### src/rtl/asp_pkg.sv
// shared constants and types of the converter serial port
package asp_pkg;
  // system clock and self-clocked serial clock timing
  localparam int unsigned SYS_CLK_MHZ   = 100;
  localparam int unsigned SCLK_HALF_NS  = 80;
  localparam int unsigned SCLK_HALF_CYC = (SCLK_HALF_NS * SYS_CLK_MHZ) / 1000;
  localparam int unsigned DIV_W         = 8;

  // word and counter widths
  localparam int unsigned WORD_W = 24;
  localparam int unsigned CNT_W  = 5;
  localparam logic [CNT_W-1:0] LEN_24 = 5'h18;
  localparam logic [CNT_W-1:0] LEN_16 = 5'h10;
  localparam logic [CNT_W-1:0] CNT_ONE = 5'h01;
  localparam logic [CNT_W-1:0] CNT_ZERO = 5'h00;

  // local register port map
  localparam int unsigned ADDR_W = 4;
  localparam logic [ADDR_W-1:0] ADDR_CTRL     = 4'h0;
  localparam logic [ADDR_W-1:0] ADDR_CAL_OFS  = 4'h4;
  localparam logic [ADDR_W-1:0] ADDR_CAL_GAIN = 4'h8;
  localparam logic [ADDR_W-1:0] ADDR_STATUS   = 4'hC;

  // control register fields and reset values
  localparam int unsigned CTRL_WL24_BIT  = 0; // 1: 24-bit output word
  localparam int unsigned CTRL_RDCAL_BIT = 1; // 1: select high reads cal
  localparam int unsigned CTRL_CALIX_BIT = 2; // 0: offset, 1: gain
  localparam logic [WORD_W-1:0] CTRL_RST = 24'h000000;
  localparam logic [WORD_W-1:0] CAL_RST  = 24'h000000;

  // status register fields
  localparam int unsigned STAT_MODE_BIT = 0;
  localparam int unsigned STAT_BUSY_BIT = 1;
  localparam int unsigned STAT_CONVERSION_READY_N_BIT = 2;

  // pin synchroniser layout and idle levels
  localparam int unsigned PIN_W    = 6;
  localparam int unsigned PIN_MODE = 0;
  localparam int unsigned PIN_SEL  = 1;
  localparam int unsigned PIN_RFS  = 2;
  localparam int unsigned PIN_TFS  = 3;
  localparam int unsigned PIN_SCK  = 4;
  localparam int unsigned PIN_SDI  = 5;
  localparam logic [PIN_W-1:0] PIN_IDLE = 6'h2F; // serial clock idles low

  // transfer state machine
  typedef enum logic [1:0] {
    ST_IDLE,
    ST_RD,
    ST_WR
  } asp_state_e;

  // all state of the serial port
  typedef struct packed {
    asp_state_e        st;
    logic              sclk;
    logic              drive;
    logic              sdo;
    logic              sel;
    logic              out_rd;
    logic [CNT_W-1:0]  cnt;
    logic [WORD_W-1:0] sh;
    logic [WORD_W-1:0] outw;
    logic              conversion_ready_n_n;
    logic [WORD_W-1:0] ctrl;
    logic [WORD_W-1:0] cal_ofs;
    logic [WORD_W-1:0] cal_gain;
    logic [WORD_W-1:0] rdata;
    logic              rfs_prev;
    logic              tfs_prev;
    logic              sck_prev;
  } asp_regs_s;
endpackage

### src/rtl/asp_clkdiv.sv
// half-period tick generator for the self-generated serial clock
`timescale 1ns/1ps
module asp_clkdiv (
  input  wire logic clk_sys,
  input  wire logic rst_n,
  input  wire logic run,
  output logic      tick
);
  import asp_pkg::*;

  localparam logic [DIV_W-1:0] HALF_LAST = DIV_W'(SCLK_HALF_CYC - 1);

  typedef struct packed {
    logic [DIV_W-1:0] cnt;
  } asp_div_s;

  asp_div_s r_q;
  asp_div_s r_d;

  // count half periods while a transfer runs, restart when idle
  always_comb
  begin
    r_d = r_q;
    if (!run || r_q.cnt == HALF_LAST)
      r_d.cnt = '0;
    else
      r_d.cnt = r_q.cnt + DIV_W'(1);
  end

  always_ff @(posedge clk_sys or negedge rst_n)
  begin
    if (!rst_n)
      r_q <= '0;
    else
      r_q <= r_d;
  end

  assign tick = run && (r_q.cnt == HALF_LAST);
endmodule

### src/rtl/asp_serial_port.sv
// serial port of the converter: self-clocked or externally clocked
// How it works
// - mode pin high: device generates serial clock for reads and writes.
// - mode pin low: serial clock pin is an input from host.
// - read with select low returns control; high returns output or cal.
// - new conversion word in output register pulls ready flag low.
// - ready flag returns high after last output bit, 16th or 24th.
// - unread output keeps updating, flag stays low, read gives newest.
// - conversion arriving during output read is dropped, not flagged.
// - control or cal reads leave ready flag alone, run at any level.
// - output read only with flag low; otherwise strobe starts nothing.
// - self mode read strobe fall starts clock, puts MSB on data.
// - self mode read bits change on falling edge, stable at rising.
// - last falling edge gives LSB; next falling edge releases pins.
// - writes ignore the ready flag and never change it.
// - write loads control or calibration per register select level.
// - self mode write strobe fall enables generated serial clock.
// - write bits captured MSB first on rising edges.
// - after falling edge past last write bit, clock output released.
//
// Local design decisions: the register offsets and the strobed register port.
`timescale 1ns/1ps
module asp_serial_port (
  input  wire logic                        clk_sys,
  input  wire logic                        resetn,
  // pins
  input  wire logic                        mode_self,
  input  wire logic                        register_select,
  input  wire logic                        read_frame_strobe_n,
  input  wire logic                        write_frame_strobe_n,
  input  wire logic                        sclk_i,
  output logic                             sclk_o,
  output logic                             sclk_oe_n,
  input  wire logic                        serial_data_line_i,
  output logic                             serial_data_line_o,
  output logic                             serial_data_line_oe_n,
  output logic                             conversion_ready_n,
  // converter core
  input  wire logic                        conv_valid,
  input  wire logic [asp_pkg::WORD_W-1:0]  conv_data,
  // local register port
  input  wire logic [asp_pkg::ADDR_W-1:0]  reg_addr,
  input  wire logic [asp_pkg::WORD_W-1:0]  reg_wdata,
  input  wire logic                        reg_wr,
  input  wire logic                        reg_rd,
  output logic      [asp_pkg::WORD_W-1:0]  reg_rdata
);
  import asp_pkg::*;

  logic             rst_n;
  logic [PIN_W-1:0] pin;
  logic             tick;
  asp_regs_s        r_q;
  asp_regs_s        r_d;

  // reset release and pin synchronisers
  asp_sync #(.W(1), .RST_VAL(1'b0)) u_rst (
    .clk_sys (clk_sys),
    .rst_n   (resetn),
    .d       (1'b1),
    .q       (rst_n)
  );

  asp_sync #(.W(PIN_W), .RST_VAL(PIN_IDLE)) u_pins (
    .clk_sys (clk_sys),
    .rst_n   (rst_n),
    .d       ({serial_data_line_i, sclk_i, write_frame_strobe_n,
               read_frame_strobe_n, register_select, mode_self}),
    .q       (pin)
  );

  // self clock half periods only while a self-clocked transfer runs
  asp_clkdiv u_div (
    .clk_sys (clk_sys),
    .rst_n   (rst_n),
    .run     (r_q.drive),
    .tick    (tick)
  );

  // decoded events on synchronised pins
  logic             mode;
  logic             rfs_fall;
  logic             tfs_fall;
  logic             rise_ev;
  logic             fall_ev;
  logic             rd_out;
  logic             rd_ok;
  logic [WORD_W-1:0] rd_word;
  logic [WORD_W-1:0] wr_word;
  logic             rd_done;
  logic             wr_commit;

  always_comb
  begin
    mode     = pin[PIN_MODE];
    rfs_fall = r_q.rfs_prev && !pin[PIN_RFS];
    tfs_fall = r_q.tfs_prev && !pin[PIN_TFS];
    // self mode edges come from the divider, else from the host clock
    if (r_q.drive)
    begin
      rise_ev = tick && !r_q.sclk;
      fall_ev = tick && r_q.sclk;
    end
    else
    begin
      rise_ev = !r_q.sck_prev && pin[PIN_SCK] &&
                !(r_q.st == ST_RD ? pin[PIN_RFS] : pin[PIN_TFS]);
      fall_ev = r_q.sck_prev && !pin[PIN_SCK] &&
                !(r_q.st == ST_RD ? pin[PIN_RFS] : pin[PIN_TFS]);
    end
    rd_out = pin[PIN_SEL] && !r_q.ctrl[CTRL_RDCAL_BIT];
    rd_ok  = !rd_out || !r_q.conversion_ready_n_n;
    // word to send by select level
    if (!pin[PIN_SEL])
      rd_word = r_q.ctrl;
    else if (r_q.ctrl[CTRL_RDCAL_BIT])
      rd_word = r_q.ctrl[CTRL_CALIX_BIT] ? r_q.cal_gain : r_q.cal_ofs;
    else
      rd_word = r_q.outw;
    wr_word   = {r_q.sh[WORD_W-2:0], pin[PIN_SDI]};
    rd_done   = r_q.st == ST_RD && fall_ev && r_q.cnt == CNT_ZERO;
    wr_commit = r_q.st == ST_WR && rise_ev && r_q.cnt == CNT_ONE;
  end

  // next state of the whole port
  always_comb
  begin
    r_d          = r_q;
    r_d.rfs_prev = pin[PIN_RFS];
    r_d.tfs_prev = pin[PIN_TFS];
    r_d.sck_prev = pin[PIN_SCK];

    // conversion results; dropped while output word shifts out
    if (conv_valid && !(r_q.st == ST_RD && r_q.out_rd))
    begin
      r_d.outw   = conv_data;
      r_d.conversion_ready_n_n = 1'b0;
    end

    // local register port, answer one cycle later
    if (reg_wr)
    begin
      unique case (reg_addr)
        ADDR_CTRL:     r_d.ctrl     = reg_wdata;
        ADDR_CAL_OFS:  r_d.cal_ofs  = reg_wdata;
        ADDR_CAL_GAIN: r_d.cal_gain = reg_wdata;
        default:       ;
      endcase
    end
    r_d.rdata = '0;
    if (reg_rd)
    begin
      unique case (reg_addr)
        ADDR_CTRL:     r_d.rdata = r_q.ctrl;
        ADDR_CAL_OFS:  r_d.rdata = r_q.cal_ofs;
        ADDR_CAL_GAIN: r_d.rdata = r_q.cal_gain;
        ADDR_STATUS:
        begin
          r_d.rdata[STAT_MODE_BIT] = mode;
          r_d.rdata[STAT_BUSY_BIT] = r_q.st != ST_IDLE;
          r_d.rdata[STAT_CONVERSION_READY_N_BIT] = r_q.conversion_ready_n_n;
        end
        default:       r_d.rdata = '0;
      endcase
    end

    unique case (r_q.st)
      ST_IDLE:
      begin
        if (rfs_fall && rd_ok)
        begin
          // start read: MSB out at once, clock held low
          r_d.st     = ST_RD;
          r_d.sel    = pin[PIN_SEL];
          r_d.out_rd = rd_out;
          r_d.cnt    = (rd_out && !r_q.ctrl[CTRL_WL24_BIT]) ? LEN_16
                                                             : LEN_24;
          r_d.sdo    = rd_word[WORD_W-1];
          r_d.sh     = {rd_word[WORD_W-2:0], 1'b0};
          r_d.sclk   = 1'b0;
          r_d.drive  = mode;
        end
        else if (tfs_fall)
        begin
          r_d.st    = ST_WR;
          r_d.sel   = pin[PIN_SEL];
          r_d.cnt   = LEN_24;
          r_d.sclk  = 1'b0;
          r_d.drive = mode;
        end
      end
      ST_RD:
      begin
        if (rise_ev)
        begin
          r_d.sclk = 1'b1;
          r_d.cnt  = r_q.cnt - CNT_ONE;
        end
        else if (fall_ev)
        begin
          r_d.sclk = 1'b0;
          if (r_q.cnt == CNT_ZERO)
          begin
            // release pins; output read re-arms the flag
            r_d.st    = ST_IDLE;
            r_d.drive = 1'b0;
            if (r_q.out_rd)
              r_d.conversion_ready_n_n = 1'b1;
          end
          else
          begin
            r_d.sdo = r_q.sh[WORD_W-1];
            r_d.sh  = {r_q.sh[WORD_W-2:0], 1'b0};
          end
        end
      end
      ST_WR:
      begin
        if (rise_ev)
        begin
          r_d.sclk = 1'b1;
          r_d.sh   = wr_word;
          r_d.cnt  = r_q.cnt - CNT_ONE;
          if (wr_commit)
          begin
            if (!r_q.sel)
              r_d.ctrl = wr_word;
            else if (r_q.ctrl[CTRL_CALIX_BIT])
              r_d.cal_gain = wr_word;
            else
              r_d.cal_ofs = wr_word;
          end
        end
        else if (fall_ev)
        begin
          r_d.sclk = 1'b0;
          if (r_q.cnt == CNT_ZERO)
          begin
            r_d.st    = ST_IDLE;
            r_d.drive = 1'b0;
          end
        end
      end
    endcase
  end

  always_ff @(posedge clk_sys or negedge rst_n)
  begin
    if (!rst_n)
    begin
      r_q          <= '0;
      r_q.st       <= ST_IDLE;
      r_q.conversion_ready_n_n   <= 1'b1;
      r_q.ctrl     <= CTRL_RST;
      r_q.cal_ofs  <= CAL_RST;
      r_q.cal_gain <= CAL_RST;
      r_q.rfs_prev <= 1'b1;
      r_q.tfs_prev <= 1'b1;
      r_q.sck_prev <= 1'b0;
    end
    else
      r_q <= r_d;
  end

  // pin drivers: enables low while driving
  assign sclk_o                = r_q.sclk;
  assign sclk_oe_n             = !r_q.drive;
  assign serial_data_line_o    = r_q.sdo;
  assign serial_data_line_oe_n = !(r_q.st == ST_RD &&
                                   (r_q.drive || !pin[PIN_RFS]));
  assign conversion_ready_n    = r_q.conversion_ready_n_n;
  assign reg_rdata             = r_q.rdata;
endmodule

### src/rtl/asp_sync.sv
// two-flop synchroniser with a constant reset value
`timescale 1ns/1ps
module asp_sync #(
  parameter int unsigned W = 1,
  parameter logic [W-1:0] RST_VAL = '0
) (
  input  wire logic         clk_sys,
  input  wire logic         rst_n,
  input  wire logic [W-1:0] d,
  output logic      [W-1:0] q
);
  typedef struct packed {
    logic [W-1:0] s1;
    logic [W-1:0] s2;
  } asp_sync_s;

  asp_sync_s r_q;
  asp_sync_s r_d;

  // first stage feeds only the second
  always_comb
  begin
    r_d.s1 = d;
    r_d.s2 = r_q.s1;
  end

  always_ff @(posedge clk_sys or negedge rst_n)
  begin
    if (!rst_n)
      r_q <= {RST_VAL, RST_VAL};
    else
      r_q <= r_d;
  end

  assign q = r_q.s2;
endmodule
### config.mk
export PLATFORM = sky130hd
export DESIGN_NAME = asp_serial_port
export DESIGN_NICKNAME = d
export VERILOG_FILES = /design/src/rtl/asp_pkg.sv /design/src/rtl/asp_clkdiv.sv /design/src/rtl/asp_serial_port.sv /design/src/rtl/asp_sync.sv
export SDC_FILE = /design/constraint.sdc
export NUM_CORES = 1
export LEC_CHECK = 0
export BUFFER_PORTS_ARGS = -buffer_cell sky130_fd_sc_hd__buf_2
export CORE_ASPECT_RATIO = 0.6
export CORE_MARGIN = 2
export CORE_UTILIZATION = 54
export DETAILED_ROUTE_END_ITERATION = 10
export GPL_ROUTABILITY_DRIVEN = 0
export PLACE_DENSITY = 0.73
export SLEW_MARGIN = 20
export SYNTH_ARGS = -nofsm -noshare
export SYNTH_HDL_FRONTEND = slang
export SYNTH_HIERARCHICAL = 1
export SYNTH_SLANG_ARGS = --single-unit
### constraint.sdc
create_clock -name clk_sys -period 5.4 [get_ports clk_sys]
set_clock_uncertainty 0.2 [all_clocks]
set_input_delay 0.27 -clock clk_sys [delete_from_list [all_inputs] [get_ports clk_sys]]
set_output_delay 0.27 -clock clk_sys [all_outputs]
set_load 0.02 [all_outputs]
== After elaboration in Yosys (flattened, before gate mapping) ==
Index checks and enable logic that the tools add are counted.

* Register bits: 182
* Word-level logic and storage cells: 143

* Add/sub/neg operators: 2
* Equality and inequality tests: 18
* Multiplexer cells: 55
* Reductions and logical operators: 46

{| class="wikitable"
|+ Operators by type and width
! operator !! number
|-
| 24-bit two-way mux || 14
|-
| 72-bit two-way mux || 4
|-
| 29-bit one-hot mux with 3 select lines || 1
|-
| 21-bit one-hot mux with 3 select lines || 1
|-
| 48-bit two-way mux || 1
|-
| 29-bit two-way mux || 1
|-
| 5-bit two-way mux || 4
|-
| 1-bit logical AND || 17
|-
| 1-bit two-way mux || 17
|-
| 4-bit two-way mux || 4
|-
| 2-bit inequality test, second input constant || 8
|-
| 5-bit AND reduction || 3
|-
| 1-bit logical NOT || 13
|-
| 3-bit one-hot mux with 4 select lines || 1
|-
| 4-bit one-hot mux with 3 select lines || 1
|-
| 3-bit inequality test, second input constant || 3
|-
| 8-bit by 1-bit adder with 8-bit output, second input constant || 1
|-
| 4-bit equality test, second input constant || 2
|-
| 8-bit by 3-bit equality test with 1-bit output, second input constant || 1
|-
| 2-bit two-way mux || 4
|-
| 8-bit two-way mux || 1
|-
| 3-bit AND reduction || 2
|-
| 2-bit nonzero test || 3
|-
| 5-bit by 1-bit equality test with 1-bit output, second input constant || 1
|-
| other kinds (10) || 13
|}

== Longest topological paths before layout ==
Gate-level depths: netlist of the first run.

* Word-level depth: 10
* Depth in mapped cells: 9
* Mapped depth without buffers: 7

== Cells and area by module ==
Netlist of the first run, hierarchy kept.

{| class="wikitable"
|+ By module, submodules not included
! module !! instances !! cells an instance !! area an instance (µm²) !! seq. area each (µm²)
|-
| asp_serial_port || 1 || 726 || 8792.2 || 4007.6
|-
| asp_clkdiv || 1 || 37 || 381.6 || 200.2
|-
| asp_sync at u_pins || 1 || 12 || 312.8 || 312.8
|-
| asp_sync at u_rst || 1 || 2 || 50.0 || 50.0
|}

== Worst setup path before layout of the first run ==
OpenSTA, ideal clock, no wires.

* Path type: register to register
* From: register u_div/r_q[4] (netlist name)
* To: register r_q[42] (netlist name)
* Arrival time: 2.300 ns
* Slack: 2.775 ns
* Cell stages (with the launch flop): 9
* Buffers on the path: 2
* Period minus slack after synthesis: 2.625 ns
* Path through: dfrtp_1 or4_4 nor4_1 nand2_1 o22ai_4 buf_6 nand4_4 buf_6 mux2_4

{| class="wikitable"
|+ RTL lines
! what !! line !! text
|-
| start, declared || asp_clkdiv.sv:17 || <nowiki>asp_div_s r_q;</nowiki>
|-
| start signal, assigned || asp_clkdiv.sv:35 || <nowiki>r_q <= r_d;</nowiki>
|-
| end signal, assigned || asp_serial_port.sv:262 || <nowiki>r_q <= r_d;</nowiki>
|-
| end, declared || asp_serial_port.sv:53 || <nowiki>asp_regs_s r_q;</nowiki>
|}

==> reports/metrics.yaml, run 1 <==
placed_design:
  dpl.cell_count: 1038
  dpl.hpwl_mm: 14.4
  io_buffers: 91
floorplan:
  io_pins: 92
  die_h_microns: 107
  core_sq_mm: 0.0172
  die-area_sq_mm: 0.0188
  rows: 37
  start_util: 0.554
  die_x_microns: 176
critical_path:
  crit_type: "flop to flop"
  crit_required_ns: 5.52
  crit_fanout: 24
  cpPeakStageDelay_ns: 0.92
  critPathTopFamily: "simple AND/OR/NAND/NOR gates"
  slowest_stage: "nand4b_2"
  arrival_ns: 3.90
  endpoint_kind: "flop"
  critPathBufInv: 0
  start_kind: "flop"
  path_cells: "or4_4 > nor4_1 > nand2_1 > o22ai_4 > nand4b_2 > mux2_2"
hold_path:
  hold_path_class: "input port to flop"
routing:
  vias_per_cell: 6.09
  postRouteAntennaNets: 0
  drt_wl_total_mm: 23.8
  vias: 6726
  drt_iter0_drc: 595
  drc: 0
  wire_per_inst_microns: 21.6
  first_pass_iters: 7
timing:
  worst_slew_pin_slew_ns: 1.08
  setup_tns_ns: 0
  rsz0062_at_grt: "false"
  slew_violations: 0
  finalHoldViolCount: 0
  min_period_over_period: 0.700
  timing.slew.headroom: 0.278
  finalCriticalPeriod_ns: 3.78
  max_freq_mhz: 264
  finalHoldWorstSlack_ns: 0.0147
  setup_violations: 0
clock_network:
  clock_sinks: 182
  numCtsBuffers: 17
  clock_path_buffers: 2
  root_buffer: "clkbuf_16"
  htreeDepth: 4
  clk_pin_slew_ns: 0.07
  clkLatencyLatePin_ns: 0.44
  cts_setup_buffers: 0
  cts_tree: "done"
synth:
  syn_area_per_cell_sq_um: 12.3
  synth-edff-count: 0
  synth_flop_cell: "dfrtp_1"
  synth_cells: 777
  yosysSeqAreaShare: 0.479
  synth_xor_area_frac: 0.00367
  synth_common_cells: "dfrtp_1, mux2_2, a21oi_1"
  syn_nets: 847
  synth-adder-area-share: 0.00918
  ys_types: 63
  synth-compound-area-share: 0.123
  synth_area_leader_cell: "dfrtp_1"
  synth.area.mux_share: 0.271
  synth_warnings: 6
  synth_top_family_by_area: "multiplexers"
  synthArstFlopShare: 1.00
  ys_ff_latch: 182
  synth_top_area_share: 0.443
  synth_area_leaders: "dfrtp_1, mux2_2, mux2_4"
  yosys.cell_count.top_type: "dfrtp_1"
  synthSimpleGateAreaFrac: 0.0628
  synth_area_sq_mm: 0.00954
global_route:
  grt_pass1_vias: 7013
  grt_overflow: 0
  grt_max_degree: 181
  track_usage: 0.266
  grt_pass1_wl_mm: 37.9
  antenna_found_initial: 0
finish:
  antenna_cells: 0
  final_util: 0.629
  fill_cells: 1327
  drive_gt1_frac: 0.413
  fin_cells: 1104
  nets: 927
  syn_to_final_growth_pct: 13.6
status:
  status: "completed"
pwr:
  ir_drop_mv: 0.291
  power.total_mw: 5.08
  power.density_mw_per_mm2: 469
  power_leakage_nw: 4.96
run:
  drv_cap: 0
## metrics by stage
step | instance area (sq um) | setup WS [ns]
global route | 10800 | 1.43
floorplan | 9540 | 2.21
detailed placement | 9950 | 1.63
global placement | 9950 | 1.73
finish | 10800 | 1.62
CTS | 10800 | 1.62
## area by class of cell
class	count	area [sq um]	share of cell area
Inverter	15	56.3	0.00520
Tap cell	234	293	0.0270
Clock inverter	12	98.8	0.00912
Clock buffer	20	447	0.0412
Sequential cell	182	4570	0.422
Multi-Input combinational cell	507	4490	0.415
Timing Repair Buffer	134	876	0.0808
## state kept, by name (all words and copies together), names as in the netlist
register and cells:
u_pins/q 6, sclk_o 1, r_q 133, u_rst/q 1, reg_rdata 24, u_rst/r_d 1
u_pins/r_d 6, conversion_ready_n 1, serial_data_line_o 1, u_div/r_q 8
## power by group
part,leakage [nW],switching (mW),total [mW],internal (mW)
combinational,2.47,0.949,1.91,0.963
sequential,2.24,0.322,2.01,1.69
clock,0.249,0.555,1.16,0.606
## worst register-to-register path: stages, from the launching register on
cell	delay, ns
dfrtp_1	0.44
or4_4	0.58
nor4_1	0.34
nand2_1	0.16
o22ai_4	0.38
nand4b_2	0.92
mux2_2	0.63
## per-layer routing
layer  GRT usage  routed length (microns)  part of all wire
met5           0                        0                 0
met4       0.102                      468             0.020
met3      0.0486                     1590             0.067
met2       0.415                    10900              0.46
met1       0.372                    10800              0.45
## cells in the final DEF, fill, tap and decap left out, drive strengths merged, types with 5 or more instances in the layout
| cell | n |
|---|---|
| clkbuf | 20 |
| dlygate4sd3 | 34 |
| mux2i | 34 |
| ha | 7 |
| mux2 | 190 |
| a21oi | 70 |
| inv | 17 |
| clkinvlp | 5 |
| a222oi | 21 |
| a21o | 22 |
| nand3 | 6 |
| dfstp | 13 |
| clkinv | 5 |
| o21ai | 30 |
| buf | 100 |
| nand2 | 19 |
| dfrtp | 169 |
| nor2 | 35 |
| a22oi | 5 |
## worst paths after layout
check	from	to	slack [ns]	cells past startpoint
setup / recovery	u_div/r_q[4]$_DFF_PN0_	r_q[62]$_DFF_PN0_	1.62	6
hold / removal	reg_wdata[8]	r_q[35]$_DFF_PN0_	0.01	3
setup reg to reg	u_div/r_q[4]$_DFF_PN0_	r_q[62]$_DFF_PN0_	1.62	6
hold reg to reg	u_pins/r_d[2]$_DFF_PN1_	u_pins/q[2]$_DFF_PN1_	0.16	0
max in group asynchronous	u_rst/q$_DFF_PN0_	reg_rdata[1]$_DFF_PN0_	3.94	1
min in group asynchronous	u_rst/q$_DFF_PN0_	r_q[47]$_DFF_PN0_	0.22	1
## cells by family (layout without fill, tap and decap cells)
group / after synthesis / after routing
other cells: 1 / 1
buf+inv: 88 / 181
compound gates: 175 / 175
xor+xnor: 4 / 4
simple gates: 96 / 96
fa+ha+maj: 7 / 7
mux: 224 / 224
flops: 182 / 182
## timing repair
item / 4_1_cts / 5_1_grt
hold buffers: 34 / 0
hold endpoints to repair: 37 / 0
resized for setup: 0 / 0
setup endpoints to repair: 0 / 0
(Power assumes the default switching activity.)
==> inputs of run 2 (changes only) <==
--- a/config.mk
+++ b/config.mk
@@ -5,13 +5,14 @@
 export SDC_FILE = /design/constraint.sdc
 export NUM_CORES = 1
 export LEC_CHECK = 0
+export ABC_AREA = 1
 export BUFFER_PORTS_ARGS = -buffer_cell sky130_fd_sc_hd__buf_2
 export CORE_ASPECT_RATIO = 0.6
 export CORE_MARGIN = 2
 export CORE_UTILIZATION = 54
 export DETAILED_ROUTE_END_ITERATION = 10
 export GPL_ROUTABILITY_DRIVEN = 0
-export PLACE_DENSITY = 0.73
+export PLACE_DENSITY = 0.72
 export SLEW_MARGIN = 20
 export SYNTH_ARGS = -nofsm -noshare
 export SYNTH_HDL_FRONTEND = slang
==> constraint.sdc (replaced) <==
create_clock -name clk_sys -period 3.1 [get_ports clk_sys]
set_clock_uncertainty 0.2 [all_clocks]
set_input_delay 0.155 -clock clk_sys [delete_from_list [all_inputs] [get_ports clk_sys]]
set_output_delay 0.155 -clock clk_sys [all_outputs]
set_load 0.02 [all_outputs]
==> run 2 against run 1 <==
Cell area up 8.0%; worst hold slack better by 0.0026 ns; sequential share of layout area down 3.1 points.
==> reports/metrics.yaml, run 2 <==
status:
  status: "completed"  # unchanged
timing:
  setup_tns_ns: 0  # unchanged
  timing.final.ws_setup_ns: 0.280  # was 1.62 ns
  rsz0062_at_grt: "false"  # unchanged
  finalHoldViolCount: 0  # unchanged
  worst_slew_pin_slew_ns: 0.805  # was 1.08 ns
  min_period_over_period: 0.910  # was 0.700
  finalCriticalPeriod_ns: 2.82  # was 3.78 ns
  setup_violations: 0  # unchanged
  timing.slew.headroom: 0.462  # was 0.278
  max_freq_mhz: 355  # was 264 MHz
  slew_violations: 0  # unchanged
critical_path:
  crit_fanout: 25  # was 24
  timing.rr.start: "u_div/r_q[0]$_DFF_PN0_"  # was u_div/r_q[4]$_DFF_PN0_
  critPathBufInv: 3  # was 0
  arrival_ns: 2.99  # was 3.90 ns
  r2r_end: "r_q[88]$_DFF_PN0_"  # was r_q[62]$_DFF_PN0_
  start_kind: "flop"  # unchanged
  slowest_stage: "dfrtp_1"  # was nand4b_2
  r2r_slack_ns: 0.28  # was 1.62 ns
  critPathTopFamily: "simple AND/OR/NAND/NOR gates"  # unchanged
  crit_type: "flop to flop"  # unchanged
  crit_required_ns: 3.27  # was 5.52 ns
  path_cells: "ha_1 > nand2_2 > clkinv_2 > nand2_2 > nor3b_1 > nand3b_1 > nand2_4 > nand2_2 > inv_4 > nand2_4 > inv_4 > nand2_1 > nand2_1"  # was or4_4 > nor4_1 > nand2_1 > o22ai_4 > nand4b_2 > mux2_2
  startpoint: "u_div/r_q[0]$_DFF_PN0_"  # was u_div/r_q[4]$_DFF_PN0_
  endpoint_kind: "flop"  # unchanged
  cpPeakStageDelay_ns: 0.38  # was 0.92 ns
  cp_common_cell: "nand2_2"
  r2r_cells: 13  # was 6
routing:
  vias: 9725  # was 6,726
  first_pass_iters: 7  # unchanged
  drc: 0  # unchanged
  vias_per_cell: 5.71  # was 6.09
  drt_iter0_drc: 1386  # was 595
  postRouteAntennaNets: 0  # unchanged
  drt_wl_total_mm: 31.2  # was 23.8 mm
  wire_per_inst_microns: 18.3  # was 21.6 microns
clock_network:
  ctsResizeCount: 0  # unchanged
  clkLatencyLatePin_ns: 0.44  # about the same
  cts_hold_buf: 56  # was 34
  numCtsBuffers: 17  # unchanged
  cts_setup_buffers: 0  # unchanged
  clock_path_buffers: 2  # unchanged
  clk_pin_slew_ns: 0.07  # about the same
  clock_sinks: 182  # unchanged
  cts_tree: "done"  # unchanged
  root_buffer: "clkbuf_16"  # unchanged
  htreeDepth: 4  # unchanged
synth:
  synth_flop_cell: "dfrtp_1"  # unchanged
  syn_nets: 1425  # was 847
  synthArstFlopShare: 1.00  # unchanged
  syn_area_per_cell_sq_um: 7.47  # was 12.3 sq um
  synth-edff-count: 0  # unchanged
  synth_top_area_share: 0.418  # was 0.443
  synth_common_cells: "nand2_1, dfrtp_1, inv_1"  # was dfrtp_1, mux2_2, a21oi_1
  synth_warnings: 6  # unchanged
  synth_area_leader_cell: "dfrtp_1"  # unchanged
  ys_types: 39  # was 63
  ys_ff_latch: 182  # unchanged
  yosysSeqAreaShare: 0.451  # was 0.479
  synth_area_leaders: "dfrtp_1, nand2_1, o21ai_0"  # was dfrtp_1, mux2_2, mux2_4
  yosys.cell_count.top_type: "nand2_1"  # was dfrtp_1
  synth_cells: 1355  # was 777
  synth_area_sq_mm: 0.0101  # was 0.00954 sq mm
floorplan:
  rows: 38  # was 37
  core_sq_mm: 0.0182  # was 0.0172 sq mm
  die_x_microns: 181  # was 176 microns
  die-area_sq_mm: 0.0199  # was 0.0188 sq mm
  die_h_microns: 110  # was 107 microns
  io_pins: 92  # unchanged
  start_util: 0.556  # was 0.554
global_route:
  grt_pass1_vias: 8768  # was 7,013
  track_usage: 0.325  # was 0.266
  antenna_found_initial: 0  # unchanged
  grt_max_degree: 49  # was 181
  grt_overflow: 0  # unchanged
  grt_pass1_wl_mm: 49.2  # was 37.9 mm
placed_design:
  place_area_sq_mm: 0.0105  # was 0.00995 sq mm
  dpl.hpwl_mm: 20.1  # was 14.4 mm
  io_buffers: 91  # unchanged
  post-place-ws_ns: 0.371  # was 1.63 ns
finish:
  multi_input_area_sq_mm: 0.00447  # was 0.00449 sq mm
  final_util: 0.643  # was 0.629
  fin_area_sq_mm: 0.0117  # was 0.0108 sq mm
  antenna_cells: 0  # unchanged
  layout_commonest_cell: "nand2_1"  # was dfrtp_1
  syn_to_final_growth_pct: 15.6  # was 13.6%
  fill_cells: 1611  # was 1,327
  drive_gt1_frac: 0.156  # was 0.413
  largest_register_ffs: 133  # unchanged
  largest-register: "r_q"  # unchanged
  final_cell_mix: "nand2_1, dfrtp_1, inv_1, o21ai_0, a21oi_1"  # was dfrtp_1, mux2_2, buf_2, a21oi_1, nor2_1
  ff_latch_area_sq_mm: 0.00457  # unchanged
  nets: 1521  # was 927
pwr:
  power.density_mw_per_mm2: 812  # was 469 mW/mm^2
  power_leakage_nw: 6.18  # was 4.96 nW
  ir_drop_mv: 0.516  # was 0.291 mV
hold_path:
  hold_end: "reg_rdata[12]$_DFF_PN0_"  # was r_q[35]$_DFF_PN0_
  holdPathStages: 5  # was 3
  worstHoldStart: "reg_addr[2]"  # was reg_wdata[8]
  hold_path_class: "input port to flop"  # unchanged
run:
  drv_cap: 0  # unchanged
==> run 2: changes by cell type in the layout (fill, tap and decap cells not counted), sizes merged, moves of 34 or more <==
cell / previous run / this run
nand4: 2 / 50
o21ai: 30 / 173
mux2: 190 / 22
nand2: 19 / 491
mux2i: 34 / 0
inv: 17 / 131
==> run 2: final cells by class <==
type | instances | area share
Inverter | 133 | 0.0432
Sequential cell | 182 | 0.391
Clock buffer | 21 | 0.0385
Tap cell | 240 | 0.0257
Timing Repair Buffer | 177 | 0.107
Clock inverter | 11 | 0.0127
Multi-Input combinational cell | 940 | 0.382
==> run 2: power breakdown <==
| part | switching, mW | internal, mW | total [mW] |
|---|---|---|---|
| Clock | 0.947 | 1.29 | 2.24 |
| Combinational | 2.56 | 1.24 | 3.80 |
| Sequential | 0.540 | 2.92 | 3.46 |
| Total | 4.05 | 5.46 | 9.51 |
==> run 2: worst max path at each step <==
stage,to,slack [ns],cells past startpoint
after floorplan,r_q[55]$_DFF_PN0_,0.97,13
after global placement,r_q[82]$_DFF_PN0_,0.50,13
after detailed placement,r_q[88]$_DFF_PN0_,0.37,13
after CTS,r_q[75]$_DFF_PN0_,0.35,13
after global routing,r_q[93]$_DFF_PN0_,0.08,13
final,r_q[88]$_DFF_PN0_,0.28,13
==> run 2: through the flow <==
step	cells	hold WS, ns	power (mW)
floorplan	1355	-0.341	6.05
global placement	1616	-0.254	6.99
detailed placement	1616	-0.257	7.07
CTS	1704	0.00382	9.38
global route	1704	0.00966	10.1
finish	1704	0.0173	9.51
==> run 2: cells by family after synthesis <==
family          count (synthesis)  share of synthesized area
simple gates                  634                      0.265
compound gates                273                      0.139
buf+inv                       233                      0.108
flops                         182                      0.451
mux                            22                     0.0245
fa+ha+maj                       7                    0.00865
xor+xnor                        3                    0.00259
other cells                     1                   0.000370
==> run 2: layer usage <==
layer  track usage  vias up  routed length [microns]
li1              -     4516                        -
met1         0.496     4502                    13900
met2         0.444      645                    12400
met3        0.0999       62                     4370
met4        0.0801        0                      555
met5             0        -                        0
==> run 2: worst reg2reg max path, cell delays in order, from the launching register on <==
cell      delay (ns)
dfrtp_1         0.38
ha_1            0.21
nand2_2         0.10
clkinv_2        0.06
nand2_2         0.06
nor3b_1         0.28
nand3b_1        0.22
nand2_4         0.15
nand2_2         0.09
inv_4           0.20
nand2_4         0.27
inv_4           0.36
nand2_1         0.11
nand2_1         0.08
